## config.mk

```make
export PLATFORM = sky130hd
export DESIGN_NAME = pors_top
export DESIGN_NICKNAME = d
export VERILOG_FILES = /design/src/rtl/pors_clk_switch.v /design/src/rtl/pors_system_clock_output_pin_gen.v /design/src/rtl/pors_top.v
export VERILOG_INCLUDE_DIRS = /design/src /design/src/rtl
export SDC_FILE = /design/constraint.sdc
export NUM_CORES = 1
export LEC_CHECK = 0
export BUFFER_PORTS_ARGS = -buffer_cell sky130_fd_sc_hd__buf_4
export CORE_ASPECT_RATIO = 0.7
export CORE_UTILIZATION = 48
export CTS_BUF_LIST = sky130_fd_sc_hd__clkbuf_8
export DETAILED_ROUTE_END_ITERATION = 8
export PLACE_DENSITY = 0.82
export SYNTH_ARGS = -nofsm -noshare
export SYNTH_HDL_FRONTEND = slang
export SYNTH_SLANG_ARGS = --single-unit
export TNS_END_PERCENT = 1
```

## constraint.sdc

```tcl
create_clock -name I_SYS_CLK -period 2.55 [get_ports I_SYS_CLK]
set_input_delay 0.255 -clock I_SYS_CLK [delete_from_list [all_inputs] [get_ports I_SYS_CLK]]
set_output_delay 0.255 -clock I_SYS_CLK [all_outputs]
set_load 0.01 [all_outputs]
```

## src/rtl/pors_defines.vh

```
/*
 * Shared constants of the power-on reset sequencer: register map,
 * field positions, reset values, sequencer timing and machine-cycle layout.
 * Assumes it is included by bare name from the rtl files.
 */
`ifndef PORS_DEFINES_VH
`define PORS_DEFINES_VH

// ----------------------------------------------------------------
// register byte addresses
// ----------------------------------------------------------------
`define PORS_ADDR_CONV_CTRL0 8'hD8
`define PORS_ADDR_IRQ_STATUS 8'h00
`define PORS_ADDR_IRQ_MASK 8'h04
`define PORS_ADDR_SEQ_STATUS 8'h08
`define PORS_ADDR_PORT_LATCH 8'h0C
`define PORS_ADDR_CONTROL 8'h10

// ----------------------------------------------------------------
// fields and reset values
// ----------------------------------------------------------------
`define PORS_SYSTEM_CLOCK_OUTPUT_PIN_EN_BIT 6
`define PORS_CONV_CTRL0_RST 8'h00
`define PORS_PORT_LATCH_RST 1'b1
`define PORS_CTRL_SLOW_BIT 0
`define PORS_CTRL_SWPD_BIT 1
`define PORS_IRQ_FAIL_BIT 0
`define PORS_IRQ_RELEASE_BIT 1
`define PORS_IRQ_EXTREL_BIT 2
`define PORS_IRQ_W 3

// ----------------------------------------------------------------
// sequencer timing, in oscillator ticks, and machine-cycle states
// ----------------------------------------------------------------
`define PORS_SETTLE_RC_CYCLES 10'd768
`define PORS_DET_WINDOW 5'd16
`define PORS_SLOW_DIV 5'd31
`define PORS_STATES_PER_MC 3'd6
`define PORS_THIRD_STATE 3'd2
`define PORS_LAST_STATE 3'd5

// ----------------------------------------------------------------
// bus answers
// ----------------------------------------------------------------
`define PORS_RESP_OKAY 2'b00
`define PORS_RESP_SLVERR 2'b10

`endif

```

## src/rtl/pors_clk_switch.v

```verilog
/*
 * Glitch-free selection of the chip clock between the RC oscillator
 * and the main oscillator, both given as one-cycle tick enables.
 * Assumes both ticks are synchronous to the system clock.
 */
`default_nettype none

module pors_clk_switch (
	input wire i_clk,
	input wire i_rst,
	input wire i_rc_tick,
	input wire i_main_tick,
	input wire i_want_main,
	output reg o_on_main,
	output wire o_chip_tick
);

	reg pending;

	// ----------------------------------------------------------------
	// swap only right after the old source, or the rc source when leaving main, ends a period
	// ----------------------------------------------------------------
	// the first tick of the new source is dropped in the swap cycle so
	// no shortened period can reach the core
	always @(posedge i_clk) begin
		if (i_rst) begin
			o_on_main <= 1'b0;
			pending <= 1'b0;
		end else if (pending) begin
			o_on_main <= ~o_on_main;
			pending <= 1'b0;
		end else if (i_want_main != o_on_main) begin
			// a failed main oscillator may never tick again, so leaving
			// it must also accept an rc tick or the chip stalls
			if (o_on_main ? (i_main_tick | i_rc_tick) : i_rc_tick) begin
				pending <= 1'b1;
			end
		end
	end

	// old source is idle while the swap is pending
	assign o_chip_tick = pending ? 1'b0 :
		(o_on_main ? i_main_tick : i_rc_tick);

endmodule

`default_nettype wire

```

## src/rtl/pors_system_clock_output_pin_gen.v

```verilog
/*
 * Machine-cycle state counter and the system clock output waveform.
 * Assumes one chip tick per oscillator period from the clock switch.
 */
`default_nettype none

`include "pors_defines.vh"

module pors_system_clock_output_pin_gen (
	input wire i_clk,
	input wire i_rst,
	input wire i_chip_tick,
	input wire i_slow_down,
	output reg [2:0] o_state,
	output reg o_system_clock_output_pin,
	output wire o_state_adv
);

	reg [4:0] prescale;
	reg [2:0] next_state;

	// ----------------------------------------------------------------
	// slow-down prescaler: states advance once per 32 chip ticks
	// ----------------------------------------------------------------
	assign o_state_adv = i_chip_tick &
		(~i_slow_down | (prescale == `PORS_SLOW_DIV));

	always @(posedge i_clk) begin
		if (i_rst) begin
			prescale <= 5'h00;
		end else if (i_chip_tick) begin
			prescale <= i_slow_down ? prescale + 5'd1 : 5'h00;
		end
	end

	// ----------------------------------------------------------------
	// six states per machine cycle
	// ----------------------------------------------------------------
	always @* begin
		next_state = (o_state == `PORS_LAST_STATE) ? 3'h0 :
			o_state + 3'd1;
	end

	// output is a flop so the pin never glitches between states
	always @(posedge i_clk) begin
		if (i_rst) begin
			o_state <= 3'h0;
			o_system_clock_output_pin <= 1'b0;
		end else if (o_state_adv) begin
			o_state <= next_state;
			o_system_clock_output_pin <= (next_state == `PORS_THIRD_STATE);
		end
	end

endmodule

`default_nettype wire

```

## src/rtl/pors_top.v

```verilog
/*
 * Power-on reset sequencer with oscillator watchdog, chip clock selection,
 * power-down exit and the gated system clock output, behind AXI4-Lite.
 * Assumes RC and main oscillator activity arrive as one-cycle tick
 * enables synchronous to I_SYS_CLK, and the reset pin is synchronous.
 */
// Local design decision: register access over AXI4-Lite.
`default_nettype none

`include "pors_defines.vh"

module pors_top (
	input wire I_SYS_CLK,
	input wire I_RST,
	input wire i_rc_tick,
	input wire i_main_tick,
	input wire i_ext_reset_n,
	input wire i_hardware_powerdown_input,
	input wire [31:0] i_awaddr,
	input wire i_awvalid,
	output wire o_awready,
	input wire [31:0] i_wdata,
	input wire [3:0] i_wstrb,
	input wire i_wvalid,
	output wire o_wready,
	output reg [1:0] o_bresp,
	output reg o_bvalid,
	input wire i_bready,
	input wire [31:0] i_araddr,
	input wire i_arvalid,
	output wire o_arready,
	output reg [31:0] o_rdata,
	output reg [1:0] o_rresp,
	output reg o_rvalid,
	input wire i_rready,
	output wire o_chip_tick,
	output wire o_core_reset,
	output wire o_powerdown,
	output wire [2:0] o_machine_state,
	output wire o_third_state,
	output wire o_port_one_bit_six_pin,
	output wire o_port_one_bit_six_pin_oe,
	output wire o_irq
);

	localparam ST_FAIL = 2'b00;
	localparam ST_SETTLE = 2'b01;
	localparam ST_RUN = 2'b10;

	reg [1:0] state;
	reg [9:0] settle_cnt;
	reg [4:0] win_rc;
	reg [4:0] win_main;
	reg osc_fail;
	reg osc_watchdog_status_flag;
	reg hw_pd;
	reg sw_pd;
	reg ext_rst_q;
	reg [7:0] conv_ctrl0;
	reg port_latch;
	reg slow_down;
	reg [`PORS_IRQ_W-1:0] irq_status;
	reg [`PORS_IRQ_W-1:0] irq_mask;
	reg [`PORS_IRQ_W-1:0] next_irq_status;
	reg [31:0] rd_word;
	reg rd_hit;

	wire ext_rst;
	wire wd_req;
	wire on_main;
	wire raw_tick;
	wire system_clock_output_pin;
	wire wr_go;
	wire rd_go;
	wire ev_fail;
	wire ev_release;
	wire ev_extrel;

	// register decode, used by both the write and the read path
	function is_mapped;
		input [7:0] a;
		begin
			if (a == `PORS_ADDR_CONV_CTRL0)
				is_mapped = 1'b1;
			else if (a == `PORS_ADDR_IRQ_STATUS)
				is_mapped = 1'b1;
			else if (a == `PORS_ADDR_IRQ_MASK)
				is_mapped = 1'b1;
			else if (a == `PORS_ADDR_SEQ_STATUS)
				is_mapped = 1'b1;
			else if (a == `PORS_ADDR_PORT_LATCH)
				is_mapped = 1'b1;
			else if (a == `PORS_ADDR_CONTROL)
				is_mapped = 1'b1;
			else
				is_mapped = 1'b0;
		end
	endfunction

	assign ext_rst = ~i_ext_reset_n;
	assign wd_req = (state != ST_RUN);

	// ----------------------------------------------------------------
	// oscillator failure detection
	// ----------------------------------------------------------------
	// judged over windows of RC ticks; one window of latency is the
	// price of not reacting to a single missing main tick
	always @(posedge I_SYS_CLK) begin
		if (I_RST) begin
			win_rc <= 5'h00;
			win_main <= 5'h00;
			osc_fail <= 1'b1;
		end else begin
			if (i_rc_tick && win_rc == `PORS_DET_WINDOW - 5'd1) begin
				win_rc <= 5'h00;
				win_main <= 5'h00;
				osc_fail <= (win_main < `PORS_DET_WINDOW);
			end else begin
				if (i_rc_tick)
					win_rc <= win_rc + 5'd1;
				if (i_main_tick && win_main != `PORS_DET_WINDOW)
					win_main <= win_main + 5'd1;
			end
		end
	end

	// ----------------------------------------------------------------
	// watchdog sequencer
	// ----------------------------------------------------------------
	always @(posedge I_SYS_CLK) begin
		if (I_RST) begin
			state <= ST_FAIL;
			settle_cnt <= 10'h000;
		end else begin
			case (state)
			ST_FAIL: begin
				settle_cnt <= 10'h000;
				if (!osc_fail)
					state <= ST_SETTLE;
			end
			ST_SETTLE: begin
				if (osc_fail) begin
					state <= ST_FAIL;
				end else if (i_rc_tick) begin
					if (settle_cnt == `PORS_SETTLE_RC_CYCLES - 10'd1)
						state <= ST_RUN;
					else
						settle_cnt <= settle_cnt + 10'd1;
				end
			end
			ST_RUN: begin
				if (osc_fail)
					state <= ST_FAIL;
			end
			default: state <= ST_FAIL;
			endcase
		end
	end

	pors_clk_switch u_switch (
		.i_clk(I_SYS_CLK),
		.i_rst(I_RST),
		.i_rc_tick(i_rc_tick),
		.i_main_tick(i_main_tick),
		.i_want_main(state == ST_RUN),
		.o_on_main(on_main),
		.o_chip_tick(raw_tick)
	);

	// ----------------------------------------------------------------
	// reset merge, power-down and watchdog flag
	// ----------------------------------------------------------------
	assign o_core_reset = wd_req | ext_rst;
	assign o_powerdown = hw_pd | sw_pd;
	// powered down parts of the core see no clock ticks
	assign o_chip_tick = raw_tick & ~o_powerdown;

	always @(posedge I_SYS_CLK) begin
		if (I_RST) begin
			hw_pd <= 1'b0;
			sw_pd <= 1'b0;
			osc_watchdog_status_flag <= 1'b0;
			ext_rst_q <= 1'b0;
		end else begin
			ext_rst_q <= ext_rst;
			hw_pd <= i_hardware_powerdown_input & ~ext_rst;
			if (ext_rst)
				sw_pd <= 1'b0;
			else if (wr_go && i_wstrb[0] &&
				i_awaddr[7:0] == `PORS_ADDR_CONTROL && i_wdata[`PORS_CTRL_SWPD_BIT])
				sw_pd <= 1'b1;
			if (osc_fail)
				osc_watchdog_status_flag <= 1'b1;
			else if (ext_rst)
				osc_watchdog_status_flag <= 1'b0;
		end
	end

	// ----------------------------------------------------------------
	// port pin and system clock output
	// ----------------------------------------------------------------
	pors_system_clock_output_pin_gen u_system_clock_output_pin (
		.i_clk(I_SYS_CLK),
		.i_rst(I_RST | o_core_reset),
		.i_chip_tick(o_chip_tick),
		.i_slow_down(slow_down),
		.o_state(o_machine_state),
		.o_system_clock_output_pin(system_clock_output_pin),
		.o_state_adv()
	);

	// the core times its data move strobes to end in this state
	assign o_third_state = (o_machine_state == `PORS_THIRD_STATE);

	assign o_port_one_bit_six_pin = port_latch &
		(conv_ctrl0[`PORS_SYSTEM_CLOCK_OUTPUT_PIN_EN_BIT] ? system_clock_output_pin : 1'b1);
	assign o_port_one_bit_six_pin_oe = 1'b1;

	// ----------------------------------------------------------------
	// AXI4-Lite slave: address and data taken together
	// ----------------------------------------------------------------
	assign wr_go = i_awvalid & i_wvalid & ~o_bvalid;
	assign o_awready = wr_go;
	assign o_wready = wr_go;
	assign rd_go = i_arvalid & ~o_rvalid;
	assign o_arready = rd_go;

	always @(posedge I_SYS_CLK) begin
		if (I_RST) begin
			o_bvalid <= 1'b0;
			o_bresp <= `PORS_RESP_OKAY;
		end else if (wr_go) begin
			o_bvalid <= 1'b1;
			o_bresp <= is_mapped(i_awaddr[7:0]) && i_awaddr[31:8] == 24'h000000 ?
				`PORS_RESP_OKAY : `PORS_RESP_SLVERR;
		end else if (i_bready) begin
			o_bvalid <= 1'b0;
		end
	end

	// writable registers; reset state of the core also resets them
	always @(posedge I_SYS_CLK) begin
		if (I_RST || o_core_reset) begin
			conv_ctrl0 <= `PORS_CONV_CTRL0_RST;
			port_latch <= `PORS_PORT_LATCH_RST;
			slow_down <= 1'b0;
		end else if (wr_go && i_wstrb[0] && i_awaddr[31:8] == 24'h000000) begin
			if (i_awaddr[7:0] == `PORS_ADDR_CONV_CTRL0)
				conv_ctrl0 <= i_wdata[7:0];
			else if (i_awaddr[7:0] == `PORS_ADDR_PORT_LATCH)
				port_latch <= i_wdata[0];
			else if (i_awaddr[7:0] == `PORS_ADDR_CONTROL)
				slow_down <= i_wdata[`PORS_CTRL_SLOW_BIT];
		end
	end

	// mask survives core reset so software can see power-up events
	always @(posedge I_SYS_CLK) begin
		if (I_RST)
			irq_mask <= {`PORS_IRQ_W{1'b0}};
		else if (wr_go && i_wstrb[0] && i_awaddr[31:8] == 24'h000000 &&
			i_awaddr[7:0] == `PORS_ADDR_IRQ_MASK)
			irq_mask <= i_wdata[`PORS_IRQ_W-1:0];
	end

	// ----------------------------------------------------------------
	// sticky events, cleared by reading; a new event wins
	// ----------------------------------------------------------------
	assign ev_fail = osc_fail & ~osc_watchdog_status_flag;
	assign ev_release = (state == ST_SETTLE) & (settle_cnt ==
		`PORS_SETTLE_RC_CYCLES - 10'd1) & i_rc_tick & ~osc_fail;
	assign ev_extrel = ext_rst_q & ~ext_rst;

	always @* begin
		next_irq_status = irq_status;
		if (rd_go && i_araddr[31:0] == {24'h000000, `PORS_ADDR_IRQ_STATUS})
			next_irq_status = {`PORS_IRQ_W{1'b0}};
		next_irq_status = next_irq_status |
			{ev_extrel, ev_release, ev_fail};
	end

	always @(posedge I_SYS_CLK) begin
		if (I_RST)
			irq_status <= {`PORS_IRQ_W{1'b0}};
		else
			irq_status <= next_irq_status;
	end

	assign o_irq = |(irq_status & irq_mask);

	// read mux
	always @* begin
		rd_word = 32'h00000000;
		rd_hit = is_mapped(i_araddr[7:0]) && i_araddr[31:8] == 24'h000000;
		if (i_araddr[7:0] == `PORS_ADDR_CONV_CTRL0)
			rd_word = {24'h000000, conv_ctrl0};
		else if (i_araddr[7:0] == `PORS_ADDR_IRQ_STATUS)
			rd_word = {29'h00000000, irq_status};
		else if (i_araddr[7:0] == `PORS_ADDR_IRQ_MASK)
			rd_word = {29'h00000000, irq_mask};
		else if (i_araddr[7:0] == `PORS_ADDR_SEQ_STATUS)
			rd_word = {24'h000000, ext_rst, o_powerdown, on_main, osc_fail,
				osc_watchdog_status_flag, wd_req, state};
		else if (i_araddr[7:0] == `PORS_ADDR_PORT_LATCH)
			rd_word = {31'h00000000, port_latch};
		else if (i_araddr[7:0] == `PORS_ADDR_CONTROL)
			rd_word = {30'h00000000, sw_pd, slow_down};
		if (!rd_hit)
			rd_word = 32'h00000000;
	end

	always @(posedge I_SYS_CLK) begin
		if (I_RST) begin
			o_rvalid <= 1'b0;
			o_rdata <= 32'h00000000;
			o_rresp <= `PORS_RESP_OKAY;
		end else if (rd_go) begin
			o_rvalid <= 1'b1;
			o_rdata <= rd_word;
			o_rresp <= rd_hit ? `PORS_RESP_OKAY : `PORS_RESP_SLVERR;
		end else if (i_rready) begin
			o_rvalid <= 1'b0;
		end
	end

endmodule

`default_nettype wire

```

### Word level (Yosys, flattened, before mapping)

Index checks and enable logic that the tools add are counted.

* bitwise gates (word level): 30
* reductions and logical operators: 29
* equal/unequal tests: 29
* add/sub/neg operators: 5
* mux-type cells: 47
* order comparisons: 1

Operators by type and width (count)
* 24-bit logical NOT: 2
* 8-bit by 4-bit equality test with 1-bit output (second input constant): 4
* 32-bit logical NOT: 1
* 32-bit two-way mux: 1
* 8-bit two-way mux: 4
* 10-bit two-way mux: 3
* 1-bit two-way mux: 25
* 10-bit one-hot mux with 2 select lines: 1
* 2-bit two-way mux: 9
* 8-bit by 3-bit equality test with 1-bit output (second input constant): 2
* 8-bit by 5-bit equality test with 1-bit output (second input constant): 2
* 8-bit equality test (second input constant): 2
* 8-bit logical NOT: 2
* 5-bit by 1-bit adder with 5-bit output (second input constant): 3
* 1-bit bitwise AND: 12
* 2-bit inequality test (second input constant): 6
* 4-bit AND reduction: 3
* 1-bit inverter: 11
* 10-bit by 1-bit adder with 10-bit output (second input constant): 1
* 10-bit equality test (second input constant): 1
* 1-bit logical AND: 10
* 3-bit by 2-bit equality test with 1-bit output (second input constant): 2
* 3-bit two-way mux: 2
* 2-bit one-hot mux with 3 select lines: 1
* 23 further kinds: 31

* output and inout bits: 51
* bits in registers: 92
* bits of input ports: 111

### Logic depth before layout (Yosys ltp)

Gate-level depths: netlist of the first run.

* word-level depth: 11
* depth in mapped cells: 8
* mapped depth without buffers: 7

### Modules after synthesis

Synthesis of the first run repeated with hierarchy kept, for this count alone.

* cell total of the unflattened synthesis: 414
* area total of the unflattened synthesis: 3539.6 um^2

By module, submodules not included
* pors_top: area an instance 3005.4 um^2, cells an instance 352, instances 1
* pors_system_clock_output_pin_gen: area an instance 431.7 um^2, cells an instance 52, instances 1
* pors_clk_switch: area an instance 102.6 um^2, cells an instance 10, instances 1

### Worst setup path before layout of the first run

OpenSTA, ideal clock, no wires.

* path type: reg2reg
* start point: register o_rvalid
* end point: register irq_status[1]
* arrival: 1.687 ns
* period minus slack after synthesis: 1.814 ns
* data required time: 2.422 ns
* path buffers: 1
* cell stages (with the launch flop): 8
* path slack: 0.736 ns
* path through: dfxtp_1 > nand2b_1 > clkbuf_1 > inv_1 > nand4_1 > or4_1 > a22oi_1 > nor2_1

* cells in the longest elaborated chain, start to end: 5

Ends and longest elaborated chain
* start: declaration: RTL line pors_top.v:34 `output reg o_rvalid,`
* start signal: assignment: RTL line pors_top.v:314 `o_rvalid <= 1'b0;`
* start signal: assignment: RTL line pors_top.v:318 `o_rvalid <= 1'b1;`
* start signal: assignment: RTL line pors_top.v:322 `o_rvalid <= 1'b0;`
* 1-bit inverter: RTL line pors_top.v:225 `assign rd_go = i_arvalid & ~o_rvalid;`
* 1-bit bitwise AND: RTL line pors_top.v:225
* net o_arready: RTL line pors_top.v:31 `output wire o_arready,`
* 1-bit logical AND: RTL line pors_top.v:276 `` if (rd_go && i_araddr[31:0] == {24'h000000, `PORS_ADDR_IRQ_STATUS}) ``
* 3-bit two-way mux: RTL line pors_top.v:276
* 3-bit OR: RTL line pors_top.v:278 `next_irq_status = next_irq_status |`
* end signal: assignment: RTL line pors_top.v:284 `` irq_status <= {`PORS_IRQ_W{1'b0}}; ``
* end signal: assignment: RTL line pors_top.v:286 `irq_status <= next_irq_status;`
* end: declaration: RTL line pors_top.v:62 `` reg [`PORS_IRQ_W-1:0] irq_status; ``

The timed path passes the listed nets, and every way through them passes these cells.
A chain may end at the register's enable or synchronous reset.

### Worst setup path after layout of the first run

* start point: register settle_cnt[0]
* end point: register settle_cnt[1]

* cells in the longest elaborated chain, start to end: 5
* elaborated cells between the ends (all ways): 8
* classes of those cells: add/sub: 1; eq/ne: 2; mux: 4; reduce/logical: 1

Ends and longest elaborated chain
* start: declaration: RTL line pors_top.v:51 `reg [9:0] settle_cnt;`
* start signal: assignment: RTL line pors_top.v:148 `settle_cnt <= settle_cnt + 10'd1;`
* 10-bit by 1-bit adder with 10-bit output: RTL line pors_top.v:148
* 10-bit two-way mux: RTL line pors_top.v:145 `` if (settle_cnt == `PORS_SETTLE_RC_CYCLES - 10'd1) ``
* 10-bit two-way mux: RTL line pors_top.v:144 `end else if (i_rc_tick) begin`
* 10-bit two-way mux: RTL line pors_top.v:142 `if (osc_fail) begin`
* 10-bit one-hot mux with 2 select lines: RTL line pors_top.v:135 `case (state)`

Several ways; a longest one is shown, not always the timed one. The select of a mux whose other input is x is not followed.

==> summary.md, run 1 <==
| Metric | Value |
|---|---|
| Crit Path Category | `reg2reg` |
| Die X | `103.6 um` |
| Avg Vias per Cell | `5.391` |
| H-tree Lvls | `3` |
| Area share of the largest cell type after synthesis | `38.12%` |
| Most frequent cells in the layout | `buf_4 (111), dfxtp_1 (66), nor2_1 (52)` |
| Number of DRC markers in iteration 0 | `180` |
| Worst Setup End Kind | `flip-flop` |
| Port bufs | `107` |
| Data arrival, critical path | `2.26 ns` |
| Vias | `3256` |
| DRC viols | `0` |
| Chip height | `73.10 um` |
| VDD IR-drop max | `0.0003083 V` |
| Hold Crit Class | `in2reg` |
| Syn-to-layout area delta | `26.71%` |
| First-pass GRT wire length | `14.08 mm` |
| Ratio of cells with drive above 1 in the final layout | `26.86%` |
| Final worst path period need | `2.040 ns` |
| Wire length per cell | `14.39 um` |
| Register area share after synthesis | `38.12%` |
| ANT nets after route | `0` |
| Setup Fix Bufs, Post-CTS | `0` |
| Status | `finished, final reports clean` |
| Fraction of registers with async set/reset | `0%` |
| Power share of the clock group | `37.2%` |
| Syn_area_per_cell | `8.558 um^2` |
| Slew Limit Fails | `0` |
| Total gr overflow | `0` |
| Flop pwr share | `51.3%` |
| Top_reg_cell synth | `dfxtp_1` |
| Drt pass-1 iters | `4` |
| Hold Fails Final Rpt | `0` |
| Gate Count Post-Synth | `405` |
| Fin crit share | `79.99%` |
| PostCTS Resize Cnt | `0` |
| Crit path required time | `2.77 ns` |
| Pin count of the biggest net entering global routing | `36` |
| CTS tree | `built` |
| Total Negative Setup Slacks | `0 ns` |
| Gpl congestion | `0.8608` |
| Worst setup SP type | `flip-flop` |
| Comb power frac | `11.5%` |
| Crit-path max FO | `10` |
| Row count | `25` |
| Synth cell types | `57` |
| RSZ-0062 raised after global routing | `no` |
| Core area | `6850 um^2` |
| Post-synthesis register bit count | `66` |
| I/O pin total | `162` |
| PD cells | `470.1 nW/um^2` |
| Clock Sinks | `66` |
| Worst path cell trace | `ha_1, nand3b_1, o31ai_4, mux2_2, a22oi_1, nor2_1` |
| CTS Buf Count | `9` |
| Clock tree buffer depth | `2` |
| Hold path start | `i_ext_reset_n` |
| # diodes | `0` |
| Internal Power | `1.565 mW` |
| HPWL reported at the end of detailed placement | `6.624 mm` |
| MaxCap Viol Count | `0` |
| Clock root buffer | `clkbuf_8` |
| Clock skew | `0.006718 ns` |
| Critical Path Start | `settle_cnt[0]$_SDFFE_PP0P_` |
| Final net count | `624` |
| CP peak stage delay | `0.47 ns` |
| Synth warn | `0` |
| Die area | `7570 um^2` |
| Post-layout util | `64.11%` |
| Initial antenna violation count | `0` |
| Routed WL | `8.694 mm` |
| Worst r2r src | `settle_cnt[0]$_SDFFE_PP0P_` |
| Total track usage | `23.51%` |
| Largest cells by area after synthesis | `dfxtp_1 (38%), buf_4 (6.1%), nor2_1 (5.6%)` |
| Clock Latency Late Sink | `0.34 ns` |
| Pre-CTS WS | `0.5472 ns` |
| Commonest non-fill, non-tap cell in the layout | `buf_4` |
| Vias in the first global route | `3005` |
| Net load switching power | `0.4999 mW` |
| Peak Freq | `0.4903 GHz` |
| Hold_buf cts | `0` |
| Initial Util | `50.59%` |
| Mapped Area | `3466 um^2` |
| Post-synth EDFFs | `0` |
| Final worst slack | `0.5104 ns` |
| Dominant cell type by area after synthesis | `dfxtp_1` |
| Critical path's slowest cell | `dfxtp_1` |
| Clock slew at reported path FFs | `0.07 ns` |
| Sw Ratio | `24.21%` |
| Leak pwr | `1.768 nW` |
| Final Setup Violations | `0` |
## Yosys cell counts, drive strengths merged, types with 10 or more instances
cell / number
dfxtp: 66
nor2: 52
buf: 33
a21oi: 23
nand2: 22
nor4: 15
mux2i: 14
clkbuf: 13
nand3: 12
nor3: 12
xnor2: 12
inv: 11
a22oi: 10
## state kept, by name, summed over array words and instances (netlist names)
register,cells
irq_mask,3
osc_watchdog_status_flag,1
u_system_clock_output_pin.o_system_clock_output_pin,1
irq_status,3
osc_fail,1
hw_pd,1
u_switch.o_on_main,1
win_main,5
port_latch,1
state,2
o_rdata,8
o_bvalid,1
o_rresp,1
u_switch.pending,1
settle_cnt,10
u_system_clock_output_pin.o_state,3
o_rvalid,1
ext_rst_q,1
sw_pd,1
u_system_clock_output_pin.prescale,5
conv_ctrl0,8
slow_down,1
o_bresp,1
win_rc,5
## routing by layer
| layer | global-route usage [%] | routed length (um) | vias to the layer above |
|---|---|---|---|
| met3 | 6.607 | 826 | 12 |
| met4 | 8.535 | 125 | 0 |
| li1 | - | - | 1584 |
| met1 | 29.43 | 3738 | 1522 |
| met2 | 39.22 | 4004 | 138 |
| met5 | 0 | 0 | - |
## layout make-up
cell class	count	area (um^2)
Fill cell	611	2459
Multi-Input combinational cell	306	1899
Sequential cell	66	1321
Timing Repair Buffer	111	833.3
Clock buffer	11	151.4
Tap cell	94	117.6
Inverter	12	50.05
Clock inverter	4	18.77
## critical path: cells and delay by family, from the launching register on
| family | cells | cell delay [ns] |
|---|---|---|
| compound gates | 2 | 0.57 |
| flops | 1 | 0.47 |
| mux | 1 | 0.39 |
| fa+ha+maj | 1 | 0.26 |
| simple gates | 2 | 0.22 |
## path summary, 6_finish.rpt
| kind | end | slack (ns) | cells after the start |
|---|---|---|---|
| setup / recovery | settle_cnt[1]$_SDFFE_PP0P_ | 0.51 | 6 |
| hold / removal | ext_rst_q$_SDFF_PP0_ | 0.14 | 2 |
| setup reg to reg | settle_cnt[1]$_SDFFE_PP0P_ | 0.51 | 6 |
| hold reg to reg | u_system_clock_output_pin.prescale[4]$_SDFFE_PP0P_ | 0.46 | 2 |
## per-stage QoR
| stage | hold slack [ns] | instance area, um^2 | cells | power (mW) |
|---|---|---|---|---|
| finish | 0.1413 | 4392 | 604 | 2.064 |
| global route | 0.1412 | 4392 | 604 | 2.150 |
| CTS | 0.1279 | 4392 | 604 | 2.082 |
| detailed placement | 0.4437 | 4222 | 589 | 1.319 |
| global placement | 0.4426 | 4222 | 589 | 1.311 |
| floorplan | 0.3274 | 3560 | 430 | 1.212 |
## cell families after synthesis
| family | synth area share (%) |
|---|---|
| compound gates | 13.86 |
| flops | 38.12 |
| simple gates | 25.81 |
| buf+inv | 9.964 |
| fa+ha+maj | 2.527 |
| mux | 4.693 |
| other cells | 0.2167 |
| xor+xnor | 4.801 |
## power by group through the flow
| stage | clock network (mW) | logic (mW) | registers [mW] |
|---|---|---|---|
| after floorplan | 0 | 0.130 | 1.08 |
| after CTS | 0.786 | 0.238 | 1.06 |
| after detailed placement | 0 | 0.237 | 1.08 |
| after global routing | 0.832 | 0.257 | 1.06 |
| final | 0.767 | 0.238 | 1.06 |
| after global placement | 0 | 0.230 | 1.08 |
Note: power is estimated with default switching activity, not from simulation.
==> run 2, diff against run 1 <==
- clock period: 2.55 -> 2.1 ns (I/O delays scaled with it)
==> run 2 against run 1 <==
Effect of this change:
- non-clock buffer count grew 7
- total power grew 34%
- critical endpoint is now conv_ctrl0[5]$_SDFFE_PP0P_
- wire length grew 1.7%
- count of clock-buffer cells in the layout shrank 1
- clock power grew 54%
- largest power group unchanged
- cell area grew 2.3%
- sequential power grew 22%
==> summary.md, run 2 (synthesis results as in run 1) <==
| Metric | Value |
|---|---|
| Top delay family on crit path | `simple AND/OR/NAND/NOR gates (was compound AO/OA/AOI/OAI gates)` |
| Slew headroom | `66.61%` |
| Status | `finished, final reports clean (unchanged)` |
| Comb power frac | `10.8% (was 11.5%)` |
| Worst hold stages | `2 (unchanged)` |
| Biggest register | `settle_cnt (unchanged)` |
| ANT nets after route | `0 (unchanged)` |
| Least-Margin Pin Slew | `0.4963 ns` |
| Final net count | `631 (was 624)` |
| Fin Hold WS | `0.1036 ns (was 0.1413 ns)` |
| HPWL reported at the end of detailed placement | `6.764 mm (was 6.624 mm)` |
| H-tree Lvls | `3 (unchanged)` |
| Pin count of the biggest net entering global routing | `22 (was 36)` |
| Worst path cell trace | `and3b_1, nand3_1, nor4b_2, buf_4, mux2i_1, nor2_1 (was ha_1, nand3b_1, o31ai_4, mux2_2, a22oi_1, nor2_1)` |
| RSZ-0062 raised after global routing | `no (unchanged)` |
| Setup Fix Bufs, Post-CTS | `0 (unchanged)` |
| Total track usage | `23.72% (was 23.51%)` |
| Vias in the first global route | `3109 (was 3005)` |
| Final worst path period need | `1.856 ns (was 2.040 ns)` |
| Crit Path Category | `reg2reg (unchanged)` |
| Max reg flops | `10 (unchanged)` |
| Core area | `6850 um^2 (unchanged)` |
| Hold Crit Class | `in2reg (unchanged)` |
| Clock Sinks | `66 (unchanged)` |
| Port bufs | `107 (unchanged)` |
| CP peak stage delay | `0.38 ns (was 0.47 ns)` |
| Crit path required time | `2.32 ns (was 2.77 ns)` |
| MaxCap Viol Count | `0 (unchanged)` |
| Critical path's slowest cell | `and3b_1 (was dfxtp_1)` |
| Worst Setup End Kind | `flip-flop (unchanged)` |
| Total power | `2.759 mW (was 2.064 mW)` |
| Net load switching power | `0.6372 mW (was 0.4999 mW)` |
| Row count | `25 (unchanged)` |
| Flop2flop setup slack | `0.24 ns (was 0.51 ns)` |
| Clock Latency Late Sink | `0.33 ns (was 0.34 ns)` |
| Fin crit share | `88.37% (was 79.99%)` |
| Clock root buffer | `clkbuf_8 (unchanged)` |
| Clock skew | `0.006542 ns (was 0.006718 ns)` |
| Final Setup Violations | `0 (unchanged)` |
| Min-Delay Endpoint | `port_latch$_SDFFE_PP1P_ (was ext_rst_q$_SDFF_PP0_)` |
| Wire length per cell | `14.45 um (was 14.39 um)` |
| Crit-path max FO | `8 (was 10)` |
| Hold Fails Final Rpt | `0 (unchanged)` |
| Slew Limit Fails | `0 (unchanged)` |
| Clock slew at reported path FFs | `0.07 ns (about the same)` |
| Vias | `3296 (was 3256)` |
| Internal Power | `2.121 mW (was 1.565 mW)` |
| Most frequent cells in the layout | `buf_4 (118), dfxtp_1 (66), nor2_1 (52) (was buf_4 (111), dfxtp_1 (66), nor2_1 (52))` |
| Reg2reg path depth | `6 (unchanged)` |
| PD cells | `614.0 nW/um^2 (was 470.1 nW/um^2)` |
| Commonest non-fill, non-tap cell in the layout | `buf_4 (unchanged)` |
| Routed WL | `8.846 mm (was 8.694 mm)` |
| Final std cells w/o fill | `612 (was 604)` |
| Gpl congestion | `0.8647 (was 0.8608)` |
| Peak Freq | `0.5388 GHz (was 0.4903 GHz)` |
| Chip height | `73.10 um (unchanged)` |
| Hold path start | `i_awaddr[3] (was i_ext_reset_n)` |
| Hold_buf cts | `0 (unchanged)` |
| Clock tree buffer depth | `2 (unchanged)` |
| Syn-to-layout area delta | `29.64% (was 26.71%)` |
| Post-layout util | `65.59% (was 64.11%)` |
| # diodes | `0 (unchanged)` |
| Placed Cells | `596 (was 589)` |
| Flop pwr share | `46.6% (was 51.3%)` |
| Leak pwr | `1.817 nW (was 1.768 nW)` |
| CTS tree | `built (unchanged)` |
| DRC viols | `0 (unchanged)` |
| I/O pin total | `162 (unchanged)` |
| First-pass GRT wire length | `14.23 mm (was 14.08 mm)` |
| Avg Vias per Cell | `5.386 (was 5.391)` |
| Sw Ratio | `23.10% (was 24.21%)` |
| Initial Util | `50.59% (unchanged)` |
| Number of DRC markers in iteration 0 | `235 (was 180)` |
| Worst path bufs/invs | `1 (was 0)` |
| Die X | `103.6 um (unchanged)` |
| Worst r2r src | `o_bvalid$_SDFFE_PP0P_ (was settle_cnt[0]$_SDFFE_PP0P_)` |
| Total Negative Setup Slacks | `0 ns (unchanged)` |
| Die area | `7570 um^2 (unchanged)` |
| Ratio of cells with drive above 1 in the final layout | `27.99% (was 26.86%)` |
| PostCTS Resize Cnt | `0 (unchanged)` |
| Initial antenna violation count | `0 (unchanged)` |
| Drt pass-1 iters | `5 (was 4)` |
| Total gr overflow | `0 (unchanged)` |
| Data arrival, critical path | `2.07 ns (was 2.26 ns)` |
| Worst setup SP type | `flip-flop (unchanged)` |
| CTS Buf Count | `9 (unchanged)` |
| VDD IR-drop max | `0.0003304 V (was 0.0003083 V)` |
| Largest regs | `settle_cnt: 10 flops, conv_ctrl0: 8 flops, o_rdata: 8 flops (unchanged)` |
| FF-to-FF End | `conv_ctrl0[5]$_SDFFE_PP0P_ (was settle_cnt[1]$_SDFFE_PP0P_)` |
| Power share of the clock group | `42.6% (was 37.2%)` |
## run 2: cell count changes in the layout (fill, tap and decap cells not counted)
| cell | before | now |
|---|---|---|
| buf_4 | 111 | 118 |
| clkbuf_8 | 11 | 10 |
| clkinv_2 | 3 | 2 |
| clkinvlp_4 | 0 | 1 |
| bufinv_16 | 0 | 2 |
## run 2: layout make-up
type	count	area [um^2]
Timing Repair Buffer	118	885.9
Clock buffer	10	137.6
Multi-Input combinational cell	306	1899
Fill cell	584	2357
Clock inverter	6	81.33
Sequential cell	66	1321
Inverter	12	50.05
Tap cell	94	117.6
## run 2: layer usage
layer	global-route usage, %	vias up	wire (um)
li1	-	1607	-
met1	30.40	1512	3860
met2	39.67	165	4008
met3	6.339	12	875
met4	6.924	0	102
met5	0	-	0
## run 2: power by group through the flow
stage	clock (mW)	sequential, mW	combinational [mW]
2_1_floorplan	0	1.31	0.158
3_3_place_gp	0	1.31	0.287
3_5_place_dp	0	1.31	0.294
4_1_cts	1.19	1.29	0.295
5_1_grt	1.25	1.29	0.322
6_report	1.18	1.29	0.297
## run 2: how the worst max path moves through the flow
stage / startpoint / cells past startpoint / to / slack, ns
after floorplan: o_rvalid$_SDFFE_PP0P_ / 7 / irq_status[1]$_SDFF_PP0_ / 0.29
after global placement: i_awaddr[17] / 6 / irq_mask[0]$_SDFFE_PP0P_ / 0.29
after detailed placement: i_awaddr[17] / 7 / conv_ctrl0[1]$_SDFFE_PP0P_ / 0.07
after CTS: o_bvalid$_SDFFE_PP0P_ / 6 / conv_ctrl0[5]$_SDFFE_PP0P_ / 0.24
after global routing: o_bvalid$_SDFFE_PP0P_ / 5 / slow_down$_SDFFE_PP0P_ / 0.13
final: o_bvalid$_SDFFE_PP0P_ / 6 / conv_ctrl0[5]$_SDFFE_PP0P_ / 0.24
## run 2: through the flow
stage               worst slack (ns)  area, um^2
finish                        0.2442        4493
CTS                           0.2385        4493
detailed placement           0.06991        4274
floorplan                     0.2858        3560
global route                  0.1285        4493
global placement              0.2893        4274
==> run 3, diff against run 2 <==
- CORE_UTILIZATION: 48 -> 52
- PLACE_DENSITY: 0.82 -> 0.88
- clock period: 2.1 -> 2.2 ns (I/O delays scaled with it)
==> run 3 against run 2 <==
Effect of this change:
- critical path depth is the same
- total power shrank 7.8%
- non-clock buffer count shrank 5
- sequential power shrank 5%
- highest routed layer unchanged
==> summary.md, run 3 (synthesis results as in run 1) <==
| Metric | Value |
|---|---|
| Biggest register | `settle_cnt (unchanged)` |
| Wire length per cell | `14.02 um (was 14.45 um)` |
| Drt pass-1 iters | `5 (unchanged)` |
| Least-Margin Pin Slew | `0.4948 ns (was 0.4963 ns)` |
| Setup Fix Bufs, Post-CTS | `0 (unchanged)` |
| Worst hold stages | `2 (unchanged)` |
| Row count | `24 (was 25)` |
| Data arrival, critical path | `2.16 ns (was 2.07 ns)` |
| Clock root buffer | `clkbuf_8 (unchanged)` |
| Routed WL | `8.468 mm (was 8.846 mm)` |
| HPWL reported at the end of detailed placement | `6.345 mm (was 6.764 mm)` |
| Initial Util | `54.70% (was 50.59%)` |
| Gpl congestion | `0.8764 (was 0.8647)` |
| Clock slew at reported path FFs | `0.07 ns (about the same)` |
| First-pass GRT wire length | `13.87 mm (was 14.23 mm)` |
| Initial antenna violation count | `0 (unchanged)` |
| Slew headroom | `66.74% (was 66.61%)` |
| Net load switching power | `0.6031 mW (was 0.6372 mW)` |
| Final std cells w/o fill | `604 (was 612)` |
| Hold Fails Final Rpt | `0 (unchanged)` |
| PostCTS Resize Cnt | `0 (unchanged)` |
| Die area | `7001 um^2 (was 7570 um^2)` |
| Worst setup SP type | `flip-flop (unchanged)` |
| ANT nets after route | `0 (unchanged)` |
| Chip height | `70.31 um (was 73.10 um)` |
| Clock Latency Late Sink | `0.34 ns (was 0.33 ns)` |
| Number of DRC markers in iteration 0 | `176 (was 235)` |
| Flop pwr share | `48.3% (was 46.6%)` |
| MaxCap Viol Count | `0 (unchanged)` |
| Comb power frac | `10.9% (was 10.8%)` |
| Clock skew | `0.009603 ns (was 0.006542 ns)` |
| Final net count | `626 (was 631)` |
| RSZ-0062 raised after global routing | `no (unchanged)` |
| Reg2reg path depth | `6 (unchanged)` |
| Total Negative Setup Slacks | `0 ns (unchanged)` |
| Total gr overflow | `0 (unchanged)` |
| Vias | `3238 (was 3296)` |
| # diodes | `0 (unchanged)` |
| Slew Limit Fails | `0 (unchanged)` |
| Pin count of the biggest net entering global routing | `36 (was 22)` |
| Syn-to-layout area delta | `28.01% (was 29.64%)` |
| VDD IR-drop max | `0.0005017 V (was 0.0003304 V)` |
| Internal Power | `1.940 mW (was 2.121 mW)` |
| Total track usage | `25.50% (was 23.72%)` |
| Final Setup Violations | `0 (unchanged)` |
| Max reg flops | `10 (unchanged)` |
| Avg Vias per Cell | `5.361 (was 5.386)` |
| Crit path required time | `2.42 ns (was 2.32 ns)` |
| Worst Setup End Kind | `flip-flop (unchanged)` |
| Fin crit share | `88.05% (was 88.37%)` |
| PD cells | `573.1 nW/um^2 (was 614.0 nW/um^2)` |
| Commonest non-fill, non-tap cell in the layout | `buf_4 (unchanged)` |
| Status | `finished, final reports clean (unchanged)` |
| Final worst path period need | `1.937 ns (was 1.856 ns)` |
| Leak pwr | `1.786 nW (was 1.817 nW)` |
| Crit-path max FO | `7 (was 8)` |
| Clock tree buffer depth | `2 (unchanged)` |
| Most frequent cells in the layout | `buf_4 (113), dfxtp_1 (66), nor2_1 (52) (was buf_4 (118), dfxtp_1 (66), nor2_1 (52))` |
| Clock Sinks | `66 (unchanged)` |
| Peak Freq | `0.5163 GHz (was 0.5388 GHz)` |
| DRC viols | `0 (unchanged)` |
| Power share of the clock group | `40.8% (was 42.6%)` |
| H-tree Lvls | `3 (unchanged)` |
| CTS Buf Count | `9 (unchanged)` |
| Placed Cells | `588 (was 596)` |
| Hold Crit Class | `in2reg (unchanged)` |
| CTS tree | `built (unchanged)` |
| Ratio of cells with drive above 1 in the final layout | `27.49% (was 27.99%)` |
| Crit Path Category | `reg2reg (unchanged)` |
| Hold_buf cts | `0 (unchanged)` |
| Largest regs | `settle_cnt: 10 flops, conv_ctrl0: 8 flops, o_rdata: 8 flops (unchanged)` |
| Core area | `6336 um^2 (was 6850 um^2)` |
| Vias in the first global route | `3027 (was 3109)` |
| Die X | `99.58 um (was 103.6 um)` |
| Sw Ratio | `23.72% (was 23.10%)` |
| Port bufs | `107 (unchanged)` |
| I/O pin total | `162 (unchanged)` |
[run 3: cell types whose count changed in the layout (fill, tap and decap cells not counted), sizes merged]
cell | before | now
buf | 118 | 113
bufinv | 2 | 1
clkbuf | 10 | 11
clkinv | 3 | 4
inv | 12 | 11
[run 3: worst paths after layout]
path,start,to,slack (ns)
setup / recovery,settle_cnt[0]$_SDFFE_PP0P_,settle_cnt[1]$_SDFFE_PP0P_,0.26
hold / removal,i_awaddr[3],port_latch$_SDFFE_PP1P_,0.11
setup reg to reg,settle_cnt[0]$_SDFFE_PP0P_,settle_cnt[1]$_SDFFE_PP0P_,0.26
hold reg to reg,o_rdata[1]$_SDFFE_PP0P_,o_rdata[1]$_SDFFE_PP0P_,0.45
[run 3: final cells by class]
class / count / area, um^2
Fill cell: 500 / 1899
Multi-Input combinational cell: 306 / 1899
Sequential cell: 66 / 1321
Inverter: 12 / 50.05
Tap cell: 91 / 113.9
Clock buffer: 11 / 151.4
Clock inverter: 5 / 52.55
Timing Repair Buffer: 113 / 848.3
[run 3: per-layer routing]
layer | global-route usage, % | wire [um] | vias to the layer above
met5 | 0 | 0 | -
met4 | 7.843 | 116 | 0
met3 | 7.908 | 733 | 12
met2 | 39.74 | 3739 | 152
met1 | 33.75 | 3878 | 1478
li1 | - | - | 1596
[run 3: worst max-delay path, cell delays in order (launching register included)]
cell	delay, ns
dfxtp_1	0.48
ha_1	0.27
nand3b_1	0.15
o31ai_4	0.34
mux2_2	0.38
a22oi_1	0.14
nor2_1	0.05
[run 3: stage by stage]
stage | hold slack (ns) | setup WS [ns] | util [%] | total power [mW] | instance area [um^2]
floorplan | 0.2924 | 0.3858 | - | 1.405 | 3560
global placement | 0.4418 | 0.3369 | 66.80 | 1.521 | 4233
detailed placement | 0.4424 | 0.2937 | 66.80 | 1.529 | 4233
CTS | 0.09153 | 0.2536 | 70.02 | 2.553 | 4437
global route | 0.09682 | 0.1445 | 70.02 | 2.642 | 4437
finish | 0.1110 | 0.2630 | 70.02 | 2.543 | 4437
[run 3: power groups by stage]
stage	registers (mW)	logic [mW]	clock network (mW)
2_1_floorplan	1.25	0.151	0
3_3_place_gp	1.25	0.268	0
3_5_place_dp	1.25	0.274	0
4_1_cts	1.23	0.276	1.05
5_1_grt	1.23	0.304	1.11
6_report	1.23	0.277	1.04
